<file path="config.mk">
export PLATFORM = sky130hd
export DESIGN_NAME = clk_gate_ctrl
export DESIGN_NICKNAME = d
export VERILOG_FILES = /design/src/clk_gate_ctrl_covers_note.sv /design/src/clk_gate_pkg.sv /design/src/clk_gate_ctrl.sv /design/src/masked_reg.sv
export SDC_FILE = /design/constraint.sdc
export NUM_CORES = 1
export LEC_CHECK = 0
export BUFFER_PORTS_ARGS = -buffer_cell sky130_fd_sc_hd__buf_2
export CAP_MARGIN = 0
export CORE_MARGIN = 4
export CORE_UTILIZATION = 35
export CTS_CLUSTER_SIZE = 28
export DETAILED_ROUTE_END_ITERATION = 10
export PLACE_DENSITY = 0.65
export SYNTH_ARGS = -nofsm -noshare
export SYNTH_HDL_FRONTEND = slang
export SYNTH_HIERARCHICAL = 1
export SYNTH_SLANG_ARGS = --single-unit
export TNS_END_PERCENT = 20
</file>
<file path="constraint.sdc">
create_clock -name clk -period 6.72 [get_ports clk]
set_clock_uncertainty 0.1 [all_clocks]
set_input_delay 0.672 -clock clk [delete_from_list [all_inputs] [get_ports clk]]
set_output_delay 0.672 -clock clk [all_outputs]
set_load 0.05 [all_outputs]
</file>
<file path="src/clk_gate_ctrl_covers_note.sv">
// holds no logic: the block's cover properties sit beside its assertions

</file>
<file path="src/clk_gate_pkg.sv">
// constants, register map and carrier types for the peripheral clock gate
// and soft reset block; shared by the block and its register cell
package clk_gate_pkg;

   // register byte offsets
   localparam logic [11:0] OFF_SRST_A = 12'h040;
   localparam logic [11:0] OFF_SRST_B = 12'h044;
   localparam logic [11:0] OFF_SRST_PORTS = 12'h048;
   localparam logic [11:0] OFF_CLK_CFG = 12'h060;
   localparam logic [11:0] OFF_RUN_GATE = 12'h108;
   localparam logic [11:0] OFF_SLEEP_GATE = 12'h118;
   localparam logic [11:0] OFF_DEEP_GATE = 12'h128;
   localparam logic [11:0] OFF_IRQ_STATUS = 12'h150;
   localparam logic [11:0] OFF_IRQ_MASK = 12'h154;

   localparam logic [31:0] RESET_VAL = 32'h0000_0000;

   // writable bits of each register
   localparam logic [31:0] IMPL_SRST_A = 32'h0011_0008;
   localparam logic [31:0] IMPL_SRST_B = 32'h0107_0013;
   localparam logic [31:0] IMPL_PORTS = 32'h0000_001f;
   localparam logic [31:0] IMPL_CLK_CFG = 32'h0000_0001;
   localparam logic [31:0] IMPL_IRQ = 32'h0000_0003;
   localparam logic [31:0] CAP_ALL = 32'hffff_ffff;

   // field positions
   localparam int AUTO_GATE_BIT = 0;
   localparam int IRQ_FAULT_BIT = 0;
   localparam int IRQ_MODE_BIT = 1;
   localparam int PORT_COUNT = 5;
   localparam int PORT_IDX_W = 3;

   localparam logic [1:0] HTRANS_NONSEQ = 2'h2;
   localparam logic HRESP_OKAY = 1'b0;

   typedef enum logic [1:0] {
      MODE_RUN = 2'b00,
      MODE_SLEEP = 2'b01,
      MODE_DEEP = 2'b10
   } pwr_mode_e;

   typedef enum logic [1:0] {
      BUS_IDLE = 2'b00,
      BUS_WRITE = 2'b01,
      BUS_READ_WAIT = 2'b10,
      BUS_READ_DONE = 2'b11
   } bus_state_e;

   typedef struct packed {
      logic [31:0] a;
      logic [31:0] b;
      logic [31:0] ports;
   } periph_rst_s;

   typedef struct packed {
      logic valid;
      logic [PORT_IDX_W-1:0] port;
   } port_access_s;

endpackage

</file>
<file path="src/clk_gate_ctrl.sv">
// peripheral clock gating and soft reset control, AHB-Lite register slave
// assumes power mode and port access requests come from logic on clk
`timescale 1ns/1ps
module clk_gate_ctrl (
   input wire logic clk,
   input wire logic nrst,
   input wire logic hsel,
   input wire logic [31:0] haddr,
   input wire logic [1:0] htrans,
   input wire logic hwrite,
   input wire logic [2:0] hsize,
   input wire logic [31:0] hwdata,
   input wire logic hready,
   output logic hreadyout,
   output logic hresp,
   output logic [31:0] hrdata,
   input wire logic [31:0] capability_mask_a,
   input wire logic [31:0] capability_mask_b,
   input wire logic [31:0] capability_mask_ports,
   input wire logic [1:0] pwr_mode,
   input wire clk_gate_pkg::port_access_s port_access,
   output logic port_access_fault,
   output logic [clk_gate_pkg::PORT_COUNT-1:0] port_clk_en,
   output clk_gate_pkg::periph_rst_s periph_rst,
   output logic irq
);
   clk_gate_pkg::bus_state_e state_q;
   clk_gate_pkg::bus_state_e state_d;
   logic [11:0] addr_q;
   logic [31:0] hrdata_q;
   logic [31:0] rd_val;
   logic take;
   logic wr_phase;
   logic [31:0] run_gate_q;
   logic [31:0] sleep_gate_q;
   logic [31:0] deep_gate_q;
   logic [31:0] clk_cfg_q;
   logic [31:0] irq_mask_q;
   logic [31:0] irq_status_q;
   logic [31:0] irq_status_d;
   logic [31:0] irq_set;
   logic [31:0] irq_clr;
   logic [clk_gate_pkg::PORT_COUNT-1:0] gate_sel;
   logic [clk_gate_pkg::PORT_COUNT-1:0] clk_en_q;
   logic fault_q;
   logic [1:0] mode_prev_q;
   clk_gate_pkg::periph_rst_s rst_q;
   logic we_a;
   logic we_b;
   logic we_ports;
   logic we_run;
   logic we_sleep;
   logic we_deep;
   logic we_cfg;
   logic we_mask;

   // bus: writes take no wait state, reads take one
   assign take = hsel && hready && htrans == clk_gate_pkg::HTRANS_NONSEQ;
   assign wr_phase = state_q == clk_gate_pkg::BUS_WRITE;
   assign hreadyout = state_q != clk_gate_pkg::BUS_READ_WAIT;
   assign hresp = clk_gate_pkg::HRESP_OKAY;
   assign hrdata = hrdata_q;

   always_comb begin
      state_d = clk_gate_pkg::BUS_IDLE;
      case (state_q)
         clk_gate_pkg::BUS_READ_WAIT: begin
            state_d = clk_gate_pkg::BUS_READ_DONE;
         end
         clk_gate_pkg::BUS_IDLE,
         clk_gate_pkg::BUS_WRITE,
         clk_gate_pkg::BUS_READ_DONE: begin
            if (take && hwrite) begin
               state_d = clk_gate_pkg::BUS_WRITE;
            end else if (take) begin
               state_d = clk_gate_pkg::BUS_READ_WAIT;
            end
         end
         default: begin
            state_d = clk_gate_pkg::BUS_IDLE;
         end
      endcase
   end

   always_ff @(posedge clk) begin
      if (!nrst) begin
         state_q <= clk_gate_pkg::BUS_IDLE;
      end else begin
         state_q <= state_d;
      end
   end

   always_ff @(posedge clk) begin
      if (!nrst) begin
         addr_q <= 12'h000;
      end else if (take && hreadyout) begin
         addr_q <= {haddr[11:2], 2'b00};
      end
   end

   // register writes land at the end of the data phase
   assign we_a = wr_phase && addr_q == clk_gate_pkg::OFF_SRST_A;
   assign we_b = wr_phase && addr_q == clk_gate_pkg::OFF_SRST_B;
   assign we_ports = wr_phase && addr_q == clk_gate_pkg::OFF_SRST_PORTS;
   assign we_run = wr_phase && addr_q == clk_gate_pkg::OFF_RUN_GATE;
   assign we_sleep = wr_phase && addr_q == clk_gate_pkg::OFF_SLEEP_GATE;
   assign we_deep = wr_phase && addr_q == clk_gate_pkg::OFF_DEEP_GATE;
   assign we_cfg = wr_phase && addr_q == clk_gate_pkg::OFF_CLK_CFG;
   assign we_mask = wr_phase && addr_q == clk_gate_pkg::OFF_IRQ_MASK;

   // soft reset registers, writes masked by capability inputs
   masked_reg #(.IMPL(clk_gate_pkg::IMPL_SRST_A)) u_srst_a (
      .clk(clk), .nrst(nrst), .we(we_a), .wdata(hwdata),
      .cap(capability_mask_a), .q(rst_q.a)
   );
   masked_reg #(.IMPL(clk_gate_pkg::IMPL_SRST_B)) u_srst_b (
      .clk(clk), .nrst(nrst), .we(we_b), .wdata(hwdata),
      .cap(capability_mask_b), .q(rst_q.b)
   );
   masked_reg #(.IMPL(clk_gate_pkg::IMPL_PORTS)) u_srst_ports (
      .clk(clk), .nrst(nrst), .we(we_ports), .wdata(hwdata),
      .cap(capability_mask_ports), .q(rst_q.ports)
   );

   // the three port gate sets, the clock config and the interrupt mask
   masked_reg #(.IMPL(clk_gate_pkg::IMPL_PORTS)) u_run_gate (
      .clk(clk), .nrst(nrst), .we(we_run), .wdata(hwdata),
      .cap(clk_gate_pkg::CAP_ALL), .q(run_gate_q)
   );
   masked_reg #(.IMPL(clk_gate_pkg::IMPL_PORTS)) u_sleep_gate (
      .clk(clk), .nrst(nrst), .we(we_sleep), .wdata(hwdata),
      .cap(clk_gate_pkg::CAP_ALL), .q(sleep_gate_q)
   );
   masked_reg #(.IMPL(clk_gate_pkg::IMPL_PORTS)) u_deep_gate (
      .clk(clk), .nrst(nrst), .we(we_deep), .wdata(hwdata),
      .cap(clk_gate_pkg::CAP_ALL), .q(deep_gate_q)
   );
   masked_reg #(.IMPL(clk_gate_pkg::IMPL_CLK_CFG)) u_clk_cfg (
      .clk(clk), .nrst(nrst), .we(we_cfg), .wdata(hwdata),
      .cap(clk_gate_pkg::CAP_ALL), .q(clk_cfg_q)
   );
   masked_reg #(.IMPL(clk_gate_pkg::IMPL_IRQ)) u_irq_mask (
      .clk(clk), .nrst(nrst), .we(we_mask), .wdata(hwdata),
      .cap(clk_gate_pkg::CAP_ALL), .q(irq_mask_q)
   );

   // reset bits hold each peripheral until software clears them
   assign periph_rst = rst_q;

   // pick the gate set for the current power mode
   always_comb begin
      gate_sel = run_gate_q[clk_gate_pkg::PORT_COUNT-1:0];
      if (clk_cfg_q[clk_gate_pkg::AUTO_GATE_BIT]) begin
         case (pwr_mode)
            clk_gate_pkg::MODE_SLEEP: begin
               gate_sel = sleep_gate_q[clk_gate_pkg::PORT_COUNT-1:0];
            end
            clk_gate_pkg::MODE_DEEP: begin
               gate_sel = deep_gate_q[clk_gate_pkg::PORT_COUNT-1:0];
            end
            default: begin
               gate_sel = run_gate_q[clk_gate_pkg::PORT_COUNT-1:0];
            end
         endcase
      end
   end

   // glitch-free enables for the port clock gates
   always_ff @(posedge clk) begin
      if (!nrst) begin
         clk_en_q <= '0;
      end else begin
         clk_en_q <= gate_sel;
      end
   end
   assign port_clk_en = clk_en_q;

   // an access to an unclocked port is answered by a fault
   always_ff @(posedge clk) begin
      if (!nrst) begin
         fault_q <= 1'b0;
      end else begin
         fault_q <= port_access.valid && !clk_en_q[port_access.port];
      end
   end
   assign port_access_fault = fault_q;

   always_ff @(posedge clk) begin
      if (!nrst) begin
         mode_prev_q <= clk_gate_pkg::MODE_RUN;
      end else begin
         mode_prev_q <= pwr_mode;
      end
   end

   // sticky events, cleared by a status read; a new event wins
   always_comb begin
      irq_set = '0;
      irq_set[clk_gate_pkg::IRQ_FAULT_BIT] = fault_q;
      irq_set[clk_gate_pkg::IRQ_MODE_BIT] = mode_prev_q != pwr_mode;
      irq_clr = '0;
      if (state_q == clk_gate_pkg::BUS_READ_WAIT &&
          addr_q == clk_gate_pkg::OFF_IRQ_STATUS) begin
         irq_clr = clk_gate_pkg::CAP_ALL;
      end
      irq_status_d = (irq_status_q & ~irq_clr) | irq_set;
   end

   always_ff @(posedge clk) begin
      if (!nrst) begin
         irq_status_q <= clk_gate_pkg::RESET_VAL;
      end else begin
         irq_status_q <= irq_status_d & clk_gate_pkg::IMPL_IRQ;
      end
   end
   assign irq = |(irq_status_q & irq_mask_q);

   // read mux; unmapped addresses read zero
   always_comb begin
      case (addr_q)
         clk_gate_pkg::OFF_SRST_A: rd_val = rst_q.a;
         clk_gate_pkg::OFF_SRST_B: rd_val = rst_q.b;
         clk_gate_pkg::OFF_SRST_PORTS: rd_val = rst_q.ports;
         clk_gate_pkg::OFF_CLK_CFG: rd_val = clk_cfg_q;
         clk_gate_pkg::OFF_RUN_GATE: rd_val = run_gate_q;
         clk_gate_pkg::OFF_SLEEP_GATE: rd_val = sleep_gate_q;
         clk_gate_pkg::OFF_DEEP_GATE: rd_val = deep_gate_q;
         clk_gate_pkg::OFF_IRQ_STATUS: rd_val = irq_status_q;
         clk_gate_pkg::OFF_IRQ_MASK: rd_val = irq_mask_q;
         default: rd_val = clk_gate_pkg::RESET_VAL;
      endcase
   end

   always_ff @(posedge clk) begin
      if (!nrst) begin
         hrdata_q <= clk_gate_pkg::RESET_VAL;
      end else if (state_q == clk_gate_pkg::BUS_READ_WAIT) begin
         hrdata_q <= rd_val;
      end
   end

   // checks
   property p_gate_run;
      @(posedge clk) disable iff (!nrst)
      (pwr_mode == clk_gate_pkg::MODE_RUN) |=>
         clk_en_q == $past(run_gate_q[clk_gate_pkg::PORT_COUNT-1:0]);
   endproperty
   a_gate_run: assert property (p_gate_run)
      else $error("run mode does not use run gate set");

   property p_gate_sleep;
      @(posedge clk) disable iff (!nrst)
      (clk_cfg_q[clk_gate_pkg::AUTO_GATE_BIT] &&
       pwr_mode == clk_gate_pkg::MODE_SLEEP) |=>
         clk_en_q == $past(sleep_gate_q[clk_gate_pkg::PORT_COUNT-1:0]);
   endproperty
   a_gate_sleep: assert property (p_gate_sleep)
      else $error("sleep mode with auto gating ignores sleep set");

   property p_gate_no_auto;
      @(posedge clk) disable iff (!nrst)
      !clk_cfg_q[clk_gate_pkg::AUTO_GATE_BIT] |=>
         clk_en_q == $past(run_gate_q[clk_gate_pkg::PORT_COUNT-1:0]);
   endproperty
   a_gate_no_auto: assert property (p_gate_no_auto)
      else $error("without auto gating run set must apply");

   property p_fault;
      @(posedge clk) disable iff (!nrst)
      (port_access.valid && !port_clk_en[port_access.port]) |=>
         port_access_fault ##1 irq_status_q[clk_gate_pkg::IRQ_FAULT_BIT];
   endproperty
   a_fault: assert property (p_fault)
      else $error("access to unclocked port not faulted");

   property p_no_fault;
      @(posedge clk) disable iff (!nrst)
      (port_access.valid && port_clk_en[port_access.port]) |=>
         !port_access_fault;
   endproperty
   a_no_fault: assert property (p_no_fault)
      else $error("clocked port access faulted");

   property p_reset_zero;
      @(posedge clk)
      !nrst |=> (port_clk_en == '0 && periph_rst == '0 &&
                 deep_gate_q == clk_gate_pkg::RESET_VAL);
   endproperty
   a_reset_zero: assert property (p_reset_zero)
      else $error("registers not cleared by reset");

   property p_cap_mask;
      @(posedge clk) disable iff (!nrst)
      we_b |=> (rst_q.b & ~$past(capability_mask_b)) ==
               ($past(rst_q.b) & ~$past(capability_mask_b));
   endproperty
   a_cap_mask: assert property (p_cap_mask)
      else $error("masked reset bit changed on write");

   property p_reserved_zero;
      @(posedge clk) disable iff (!nrst)
      (rst_q.a & ~clk_gate_pkg::IMPL_SRST_A) == '0 &&
      (rst_q.b & ~clk_gate_pkg::IMPL_SRST_B) == '0 &&
      (rst_q.ports & ~clk_gate_pkg::IMPL_PORTS) == '0 &&
      (run_gate_q & ~clk_gate_pkg::IMPL_PORTS) == '0;
   endproperty
   a_reserved_zero: assert property (p_reserved_zero)
      else $error("reserved bit set");

   property p_rst_hold;
      @(posedge clk) disable iff (!nrst)
      (rst_q.ports[0] && !we_ports) |=> periph_rst.ports[0];
   endproperty
   a_rst_hold: assert property (p_rst_hold)
      else $error("port reset released without a write");

   property p_read_wait;
      @(posedge clk) disable iff (!nrst)
      (take && hreadyout && !hwrite) |=> !hreadyout ##1 hreadyout;
   endproperty
   a_read_wait: assert property (p_read_wait)
      else $error("read answer not after one wait state");

   c_sleep_gate: cover property (@(posedge clk) disable iff (!nrst)
      clk_cfg_q[clk_gate_pkg::AUTO_GATE_BIT] &&
      pwr_mode == clk_gate_pkg::MODE_SLEEP ##1 port_clk_en != '0);
   c_fault: cover property (@(posedge clk) disable iff (!nrst)
      port_access_fault ##1 irq);
   c_srst: cover property (@(posedge clk) disable iff (!nrst)
      we_a ##1 rst_q.a != '0);
endmodule

</file>
<file path="src/masked_reg.sv">
// one 32-bit control register with fixed writable bits and a write mask
// assumes write enable and data come from the bus logic on the same clock
`timescale 1ns/1ps
module masked_reg #(
   parameter logic [31:0] IMPL = 32'h0000_0000
) (
   input wire logic clk,
   input wire logic nrst,
   input wire logic we,
   input wire logic [31:0] wdata,
   input wire logic [31:0] cap,
   output logic [31:0] q
);
   logic [31:0] wmask;

   // only implemented bits the capability mask allows may change
   assign wmask = IMPL & cap;

   always_ff @(posedge clk) begin
      if (!nrst) begin
         q <= clk_gate_pkg::RESET_VAL;
      end else if (we) begin
         q <= (q & ~wmask) | (wdata & wmask);
      end
   end
endmodule

</file>
; Yosys cells after proc, flatten, opt, wreduce, memory -nomap -nowiden
; Index checks and enable logic that the tools add are counted.
[word_totals]
register_bits = 310
input_bits = 176
[op_classes]
magnitude_cmp = 1
muxes = 9
n_reduce_logical = 18
eq_ne = 17
bitwise_logic = 21
[ops]
columns = op, n
row1 = 32-bit case mux with 9 select lines, 1
row2 = 32-bit AND, 3
row3 = 32-bit OR, 3
row4 = 32-bit by 5-bit OR with 32-bit output, 3
row5 = 10-bit by 7-bit == test with 1-bit output (second input constant), 5
row6 = 10-bit by 5-bit == test with 1-bit output (second input constant), 4
row7 = 2-bit by 32-bit AND with 32-bit output, 1
row8 = 32-bit by 21-bit AND with 32-bit output, 1
row9 = 32-bit by 25-bit AND with 32-bit output, 1
row10 = 32-bit by 5-bit AND with 32-bit output, 1
row11 = 21-bit NOT with 32-bit output, 1
row12 = 25-bit NOT with 32-bit output, 1
row13 = 5-bit NOT with 32-bit output, 1
row14 = 32-bit by 1-bit OR with 32-bit output, 1
row15 = 32-bit by 2-bit OR with 32-bit output, 1
row16 = 32-bit OR reduction, 1
row17 = 1-bit logical AND, 14
row18 = 5-bit case mux with 2 select lines, 1
row19 = 2-bit == test (second input constant), 4
row20 = 2-bit two-way mux, 3
row21 = 5-bit two-way mux, 1
row22 = 2-bit by 1-bit == test with 1-bit output (second input constant), 2
row23 = 3-bit by 4-bit < comparator with 1-bit output (second input constant), 1
row24 = 2-bit case mux with 2 select lines, 1
row25 = 10 further kinds, 10

; Depth between registers and ports, before layout
[depth]
word_depth = 6
depth_mapped = 8
depth_no_buf = 6

; Hierarchy
; Netlist, hierarchy kept.
[modules_own_cells]
columns = mod, seq_area_each_um2, cells_per_inst, n_inst, area_each_um2
row1 = clk_gate_ctrl, 1081.0, 550, 1, 4369.2
row2 = masked_reg (u_deep_gate ...), 100.1, 54, 4, 420.4
row3 = masked_reg (u_srst_b), 140.1, 62, 1, 491.7
row4 = masked_reg (u_srst_a), 60.1, 45, 1, 345.3
row5 = masked_reg (u_irq_mask), 40.0, 41, 1, 311.5
row6 = masked_reg (u_clk_cfg), 20.0, 37, 1, 277.8

; Worst setup path before layout
; No wires, ideal clock.
[synth_timing]
path_type = register to register
start = register addr_q[10]
end = register (tool-made name)
arrival_ns = 2.386
slack_ns = 4.115
period_less_slack_ns = 2.605
path_stages_with_launch = 9
required_ns = 6.502
path_cell_list = dfxtp_1 -> buf_6 -> or4b_4 -> or4_4 -> buf_6 -> buf_6 -> nor4_1 -> nand2_1 -> mux2i_1
[synth_rtl]
columns = item, line
row1 = start: declaration, clk_gate_ctrl.sv:29  ; logic [11:0] addr_q;
row2 = start signal: assignment, clk_gate_ctrl.sv:97  ; addr_q <= {haddr[11:2], 2'b00};

==> run summary <==
FINISH
-----------------------------------------------------------------------------------------------
Nets@finish                                                                                1208
Layout area overhead                                                                      2.74%
Share of layout cells above drive strength 1                                              0.186

CLOCKING
-----------------------------------------------------------------------------------------------
Clock tree root buffer cell                                                        sky130_fd_sc_hd__clkbuf_16
H-tree depth                                                                                  3
Clock input transition at the sequential cells of the worst setup and hold paths          70 ps
Post-CTS setup buffer count                                                                   0
Buffer depth of the longest clock path                                                        2
TritonCTS clock tree                                                                      built
Number of buffers inserted for hold repair after clock tree synthesis                         0
Clock Sinks                                                                                  87
Total clock buffers created by CTS                                                            9
Clock latency reported for the late side of the worst-skew pair                          360 ps
Count of cells resized by post-cts repair                                                     0

TIMING
-----------------------------------------------------------------------------------------------
Number of slew-limit violations in the final report                                           0
Maximum operating frequency                                                             286 MHz
Final setup violation count                                                                   0
Worst rel slew slack                                                                      0.283
Final Critical Period                                                                   3500 ps
Setup tns final                                                                            0 ps
Final period utilization                                                                  0.520
Hold violation count in the final report                                                      0
Post-route worst setup slack                                                            3220 ps
Slew at the pin with the worst max-slew slack                                           1070 ps
Setup repair after global routing missed its margin                                          no

WORST SETUP PATH
-----------------------------------------------------------------------------------------------
Count of cells along the worst register-to-register path                                      5
Maximum fanout along the worst path                                                          61
Cell type group with the largest total delay on the critical path                  simple AND/OR/NAND/NOR gates
Worst EP required                                                                       6860 ps
Element type at the critical path start                                                    flop
Cells along the critical path                                                      nor4b_2 > nand2_1 > nor3_1 > nand2_1 > mux2i_1
Type of the worst setup path                                                         reg -> reg
Most common cell on crit path                                                      sky130_fd_sc_hd__nand2_1
WP data arrival                                                                         3640 ps
Worst path slowest cell                                                            sky130_fd_sc_hd__nor3_1
Crit path buf inv count                                                                       0
Worst reg2reg path startpoint                                                         addr_q[5]
Register-to-register setup slack                                                        3220 ps
Crit path capture type                                                                     flop
Largest stage delay on the critical path                                                 840 ps

FLOORPLAN
-----------------------------------------------------------------------------------------------
Starting utilization of the core area                                                     0.356
Row count                                                                                    53
Top-Level Pins                                                                              313
Die Wd                                                                                   154 µm
Height of the die                                                                        154 µm
Die Outline Area                                                                      23800 µm²
CORE AREA                                                                             21000 µm²

MIN PATH
-----------------------------------------------------------------------------------------------
Endpoint of the worst hold path                                                      hrdata[13]
Worst Min Path Start                                                                 hrdata[13]
Worst hold path depth                                                                         2
Min-delay worst type                                                                 reg -> reg

GRT
-----------------------------------------------------------------------------------------------
GRT Resource Usage Total                                                                  0.167
Number of global-route vias before repair                                                  5696
Maximum number of pins on one net before global-route repair                                 72
Grt ovf                                                                                       0
First-pass GRT wire length                                                             31500 µm
Number of antenna violations at the first check in global routing                             2

DETAILED ROUTING
-----------------------------------------------------------------------------------------------
Per-cell via count in the routed design                                                    4.46
Pre-antenna DRT Iters                                                                         5
Sum of routed wire length over all layers                                              20000 µm
Initial drt markers                                                                         388
Total length of routed met3 wires                                                       1270 µm
Highest routed layer                                                                       met5
Count of antenna-violating nets left after detailed routing                                   0
Met2 WL post-DR                                                                         9420 µm
Met1 Wirelength                                                                         8930 µm
DRC violations left                                                                           0
Routed length per instance                                                              15.2 µm
Vias after detailed routing                                                                5841

SYNTHESIS
-----------------------------------------------------------------------------------------------
Number of enable-type register cells in the synthesized netlist                               0
Share of async-settable or async-resettable flops after synthesis                             0
Number of warnings printed during yosys synthesis                                             6
Post-synthesis area per instance                                                       7.86 µm²
Post-Synthesis Cells                                                                        951
Library cells used by synthesis                                                              56
Register bit count reported by yosys                                                         87
Top_reg_cell synth                                                                 sky130_fd_sc_hd__dfxtp_1
Post-synthesis instance area                                                           7480 µm²
Register area share after synthesis                                                       0.233

POWER
-----------------------------------------------------------------------------------------------
Peak supply drop                                                                       0.124 mV
Power density cells                                                                  168 nW/µm²
Final Power                                                                             1.29 mW
Leakage power                                                                           3.43 nW

FLOW RUN
-----------------------------------------------------------------------------------------------
Max-cap check violation count                                                                 0

PLACEMENT
-----------------------------------------------------------------------------------------------
Global placement routability congestion                                                   0.828
Setup slack at placement                                                                3190 ps
Number of I/O port buffers                                                                  102
Hpwl dp                                                                                14400 µm

OUTCOME
-----------------------------------------------------------------------------------------------
Result of the run                                                                     completed

## cell families (layout without fill, tap and decap cells)
kind of cell,count (synthesis),after routing,share of synthesized area
AND/OR/NAND/NOR,274,274,0.159
multiplexers,105,105,0.148
XOR/XNOR,2,2,0.00234
AO/OA/AOI/OAI,184,184,0.184
other,10,243,0.00502
adder cells (fa/ha/maj),2,2,0.00335
buffers and inverters,287,139,0.266
flip-flops,87,87,0.233
## stage by stage
stage / std cells / cell area, µm² / hold WS (ps) / util
after CTS: 1310 / 7680 / 351 / 0.365
after detailed placement: 1294 / 7370 / 336 / 0.351
after floorplan: 1183 / 8350 / 343 / -
after global routing: 1310 / 7680 / 358 / 0.365
final: 1311 / 7680 / 347 / 0.365
after global placement: 1294 / 7370 / 336 / 0.351
## power breakdown
group | switching (mW) | internal (mW)
Sequential | 0.00692 | 0.518
Combinational | 0.179 | 0.0467
Clock | 0.247 | 0.296
Total | 0.432 | 0.861
## worst max-delay path by stage
stage                          start    to  slack, ps  depth (start not counted)
after floorplan           addr_q[10]  flop       4120                          8
after global placement     addr_q[5]  flop       3190                          5
after detailed placement   addr_q[5]  flop       3190                          5
after CTS                  addr_q[5]  flop       3180                          5
after global routing       addr_q[5]  flop       2940                          5
final                      addr_q[5]  flop       3220                          5
## synthesized netlist by cell type, drive strengths merged, types with 4 or more instances
library cell	number	area share
conb	10	0.0050
nor3	7	0.0047
a22o	4	0.0047
mux2i	72	0.096
o211ai	10	0.011
o22ai	14	0.018
buf	247	0.25
clkbuf	31	0.016
a21oi	34	0.023
inv	9	0.0045
dfxtp	87	0.23
nor2	43	0.022
a2bb2oi	8	0.016
mux2	32	0.048
nor4	8	0.0084
o2bb2ai	13	0.015
a22oi	31	0.031
o21ai	28	0.019
a211oi	26	0.026
nand2	185	0.093
nor2b	7	0.0059
## layout make-up
class,instances,area [µm²]
antenna,1,2.50
clock buffer,10,229
clock inverter,6,76.3
fill,2224,13300
inverter,9,33.8
multi-input combinational,809,4650
sequential,87,1750
tap,275,344
timing repair buffer,114,601
## cells in the final DEF, fill, tap and decap left out, types with 12 or more instances in the layout
master,Yosys,layout
sky130_fd_sc_hd__conb_1,10,242
sky130_fd_sc_hd__nand2_1,185,185
sky130_fd_sc_hd__buf_2,6,102
sky130_fd_sc_hd__dfxtp_1,87,86
sky130_fd_sc_hd__mux2i_1,72,72
sky130_fd_sc_hd__nor2_1,43,42
sky130_fd_sc_hd__a21oi_1,34,34
sky130_fd_sc_hd__mux2_2,32,32
sky130_fd_sc_hd__a22oi_1,31,31
sky130_fd_sc_hd__a211oi_1,26,26
sky130_fd_sc_hd__o21ai_1,19,18
sky130_fd_sc_hd__o2bb2ai_1,13,13
sky130_fd_sc_hd__buf_4,229,12
## routing by layer
metal  track usage  vias up
met5             0        -
met4        0.0517        4
met3        0.0397       24
met2         0.276      154
met1         0.217     2670
li1              -     2989
## worst min-delay path: stages, from the launching register on
cell,delay [ps]
sky130_fd_sc_hd__dfxtp_1,310
sky130_fd_sc_hd__nand2_1,50
sky130_fd_sc_hd__o21ai_1,50
Power figures use the tool's default switching activity.
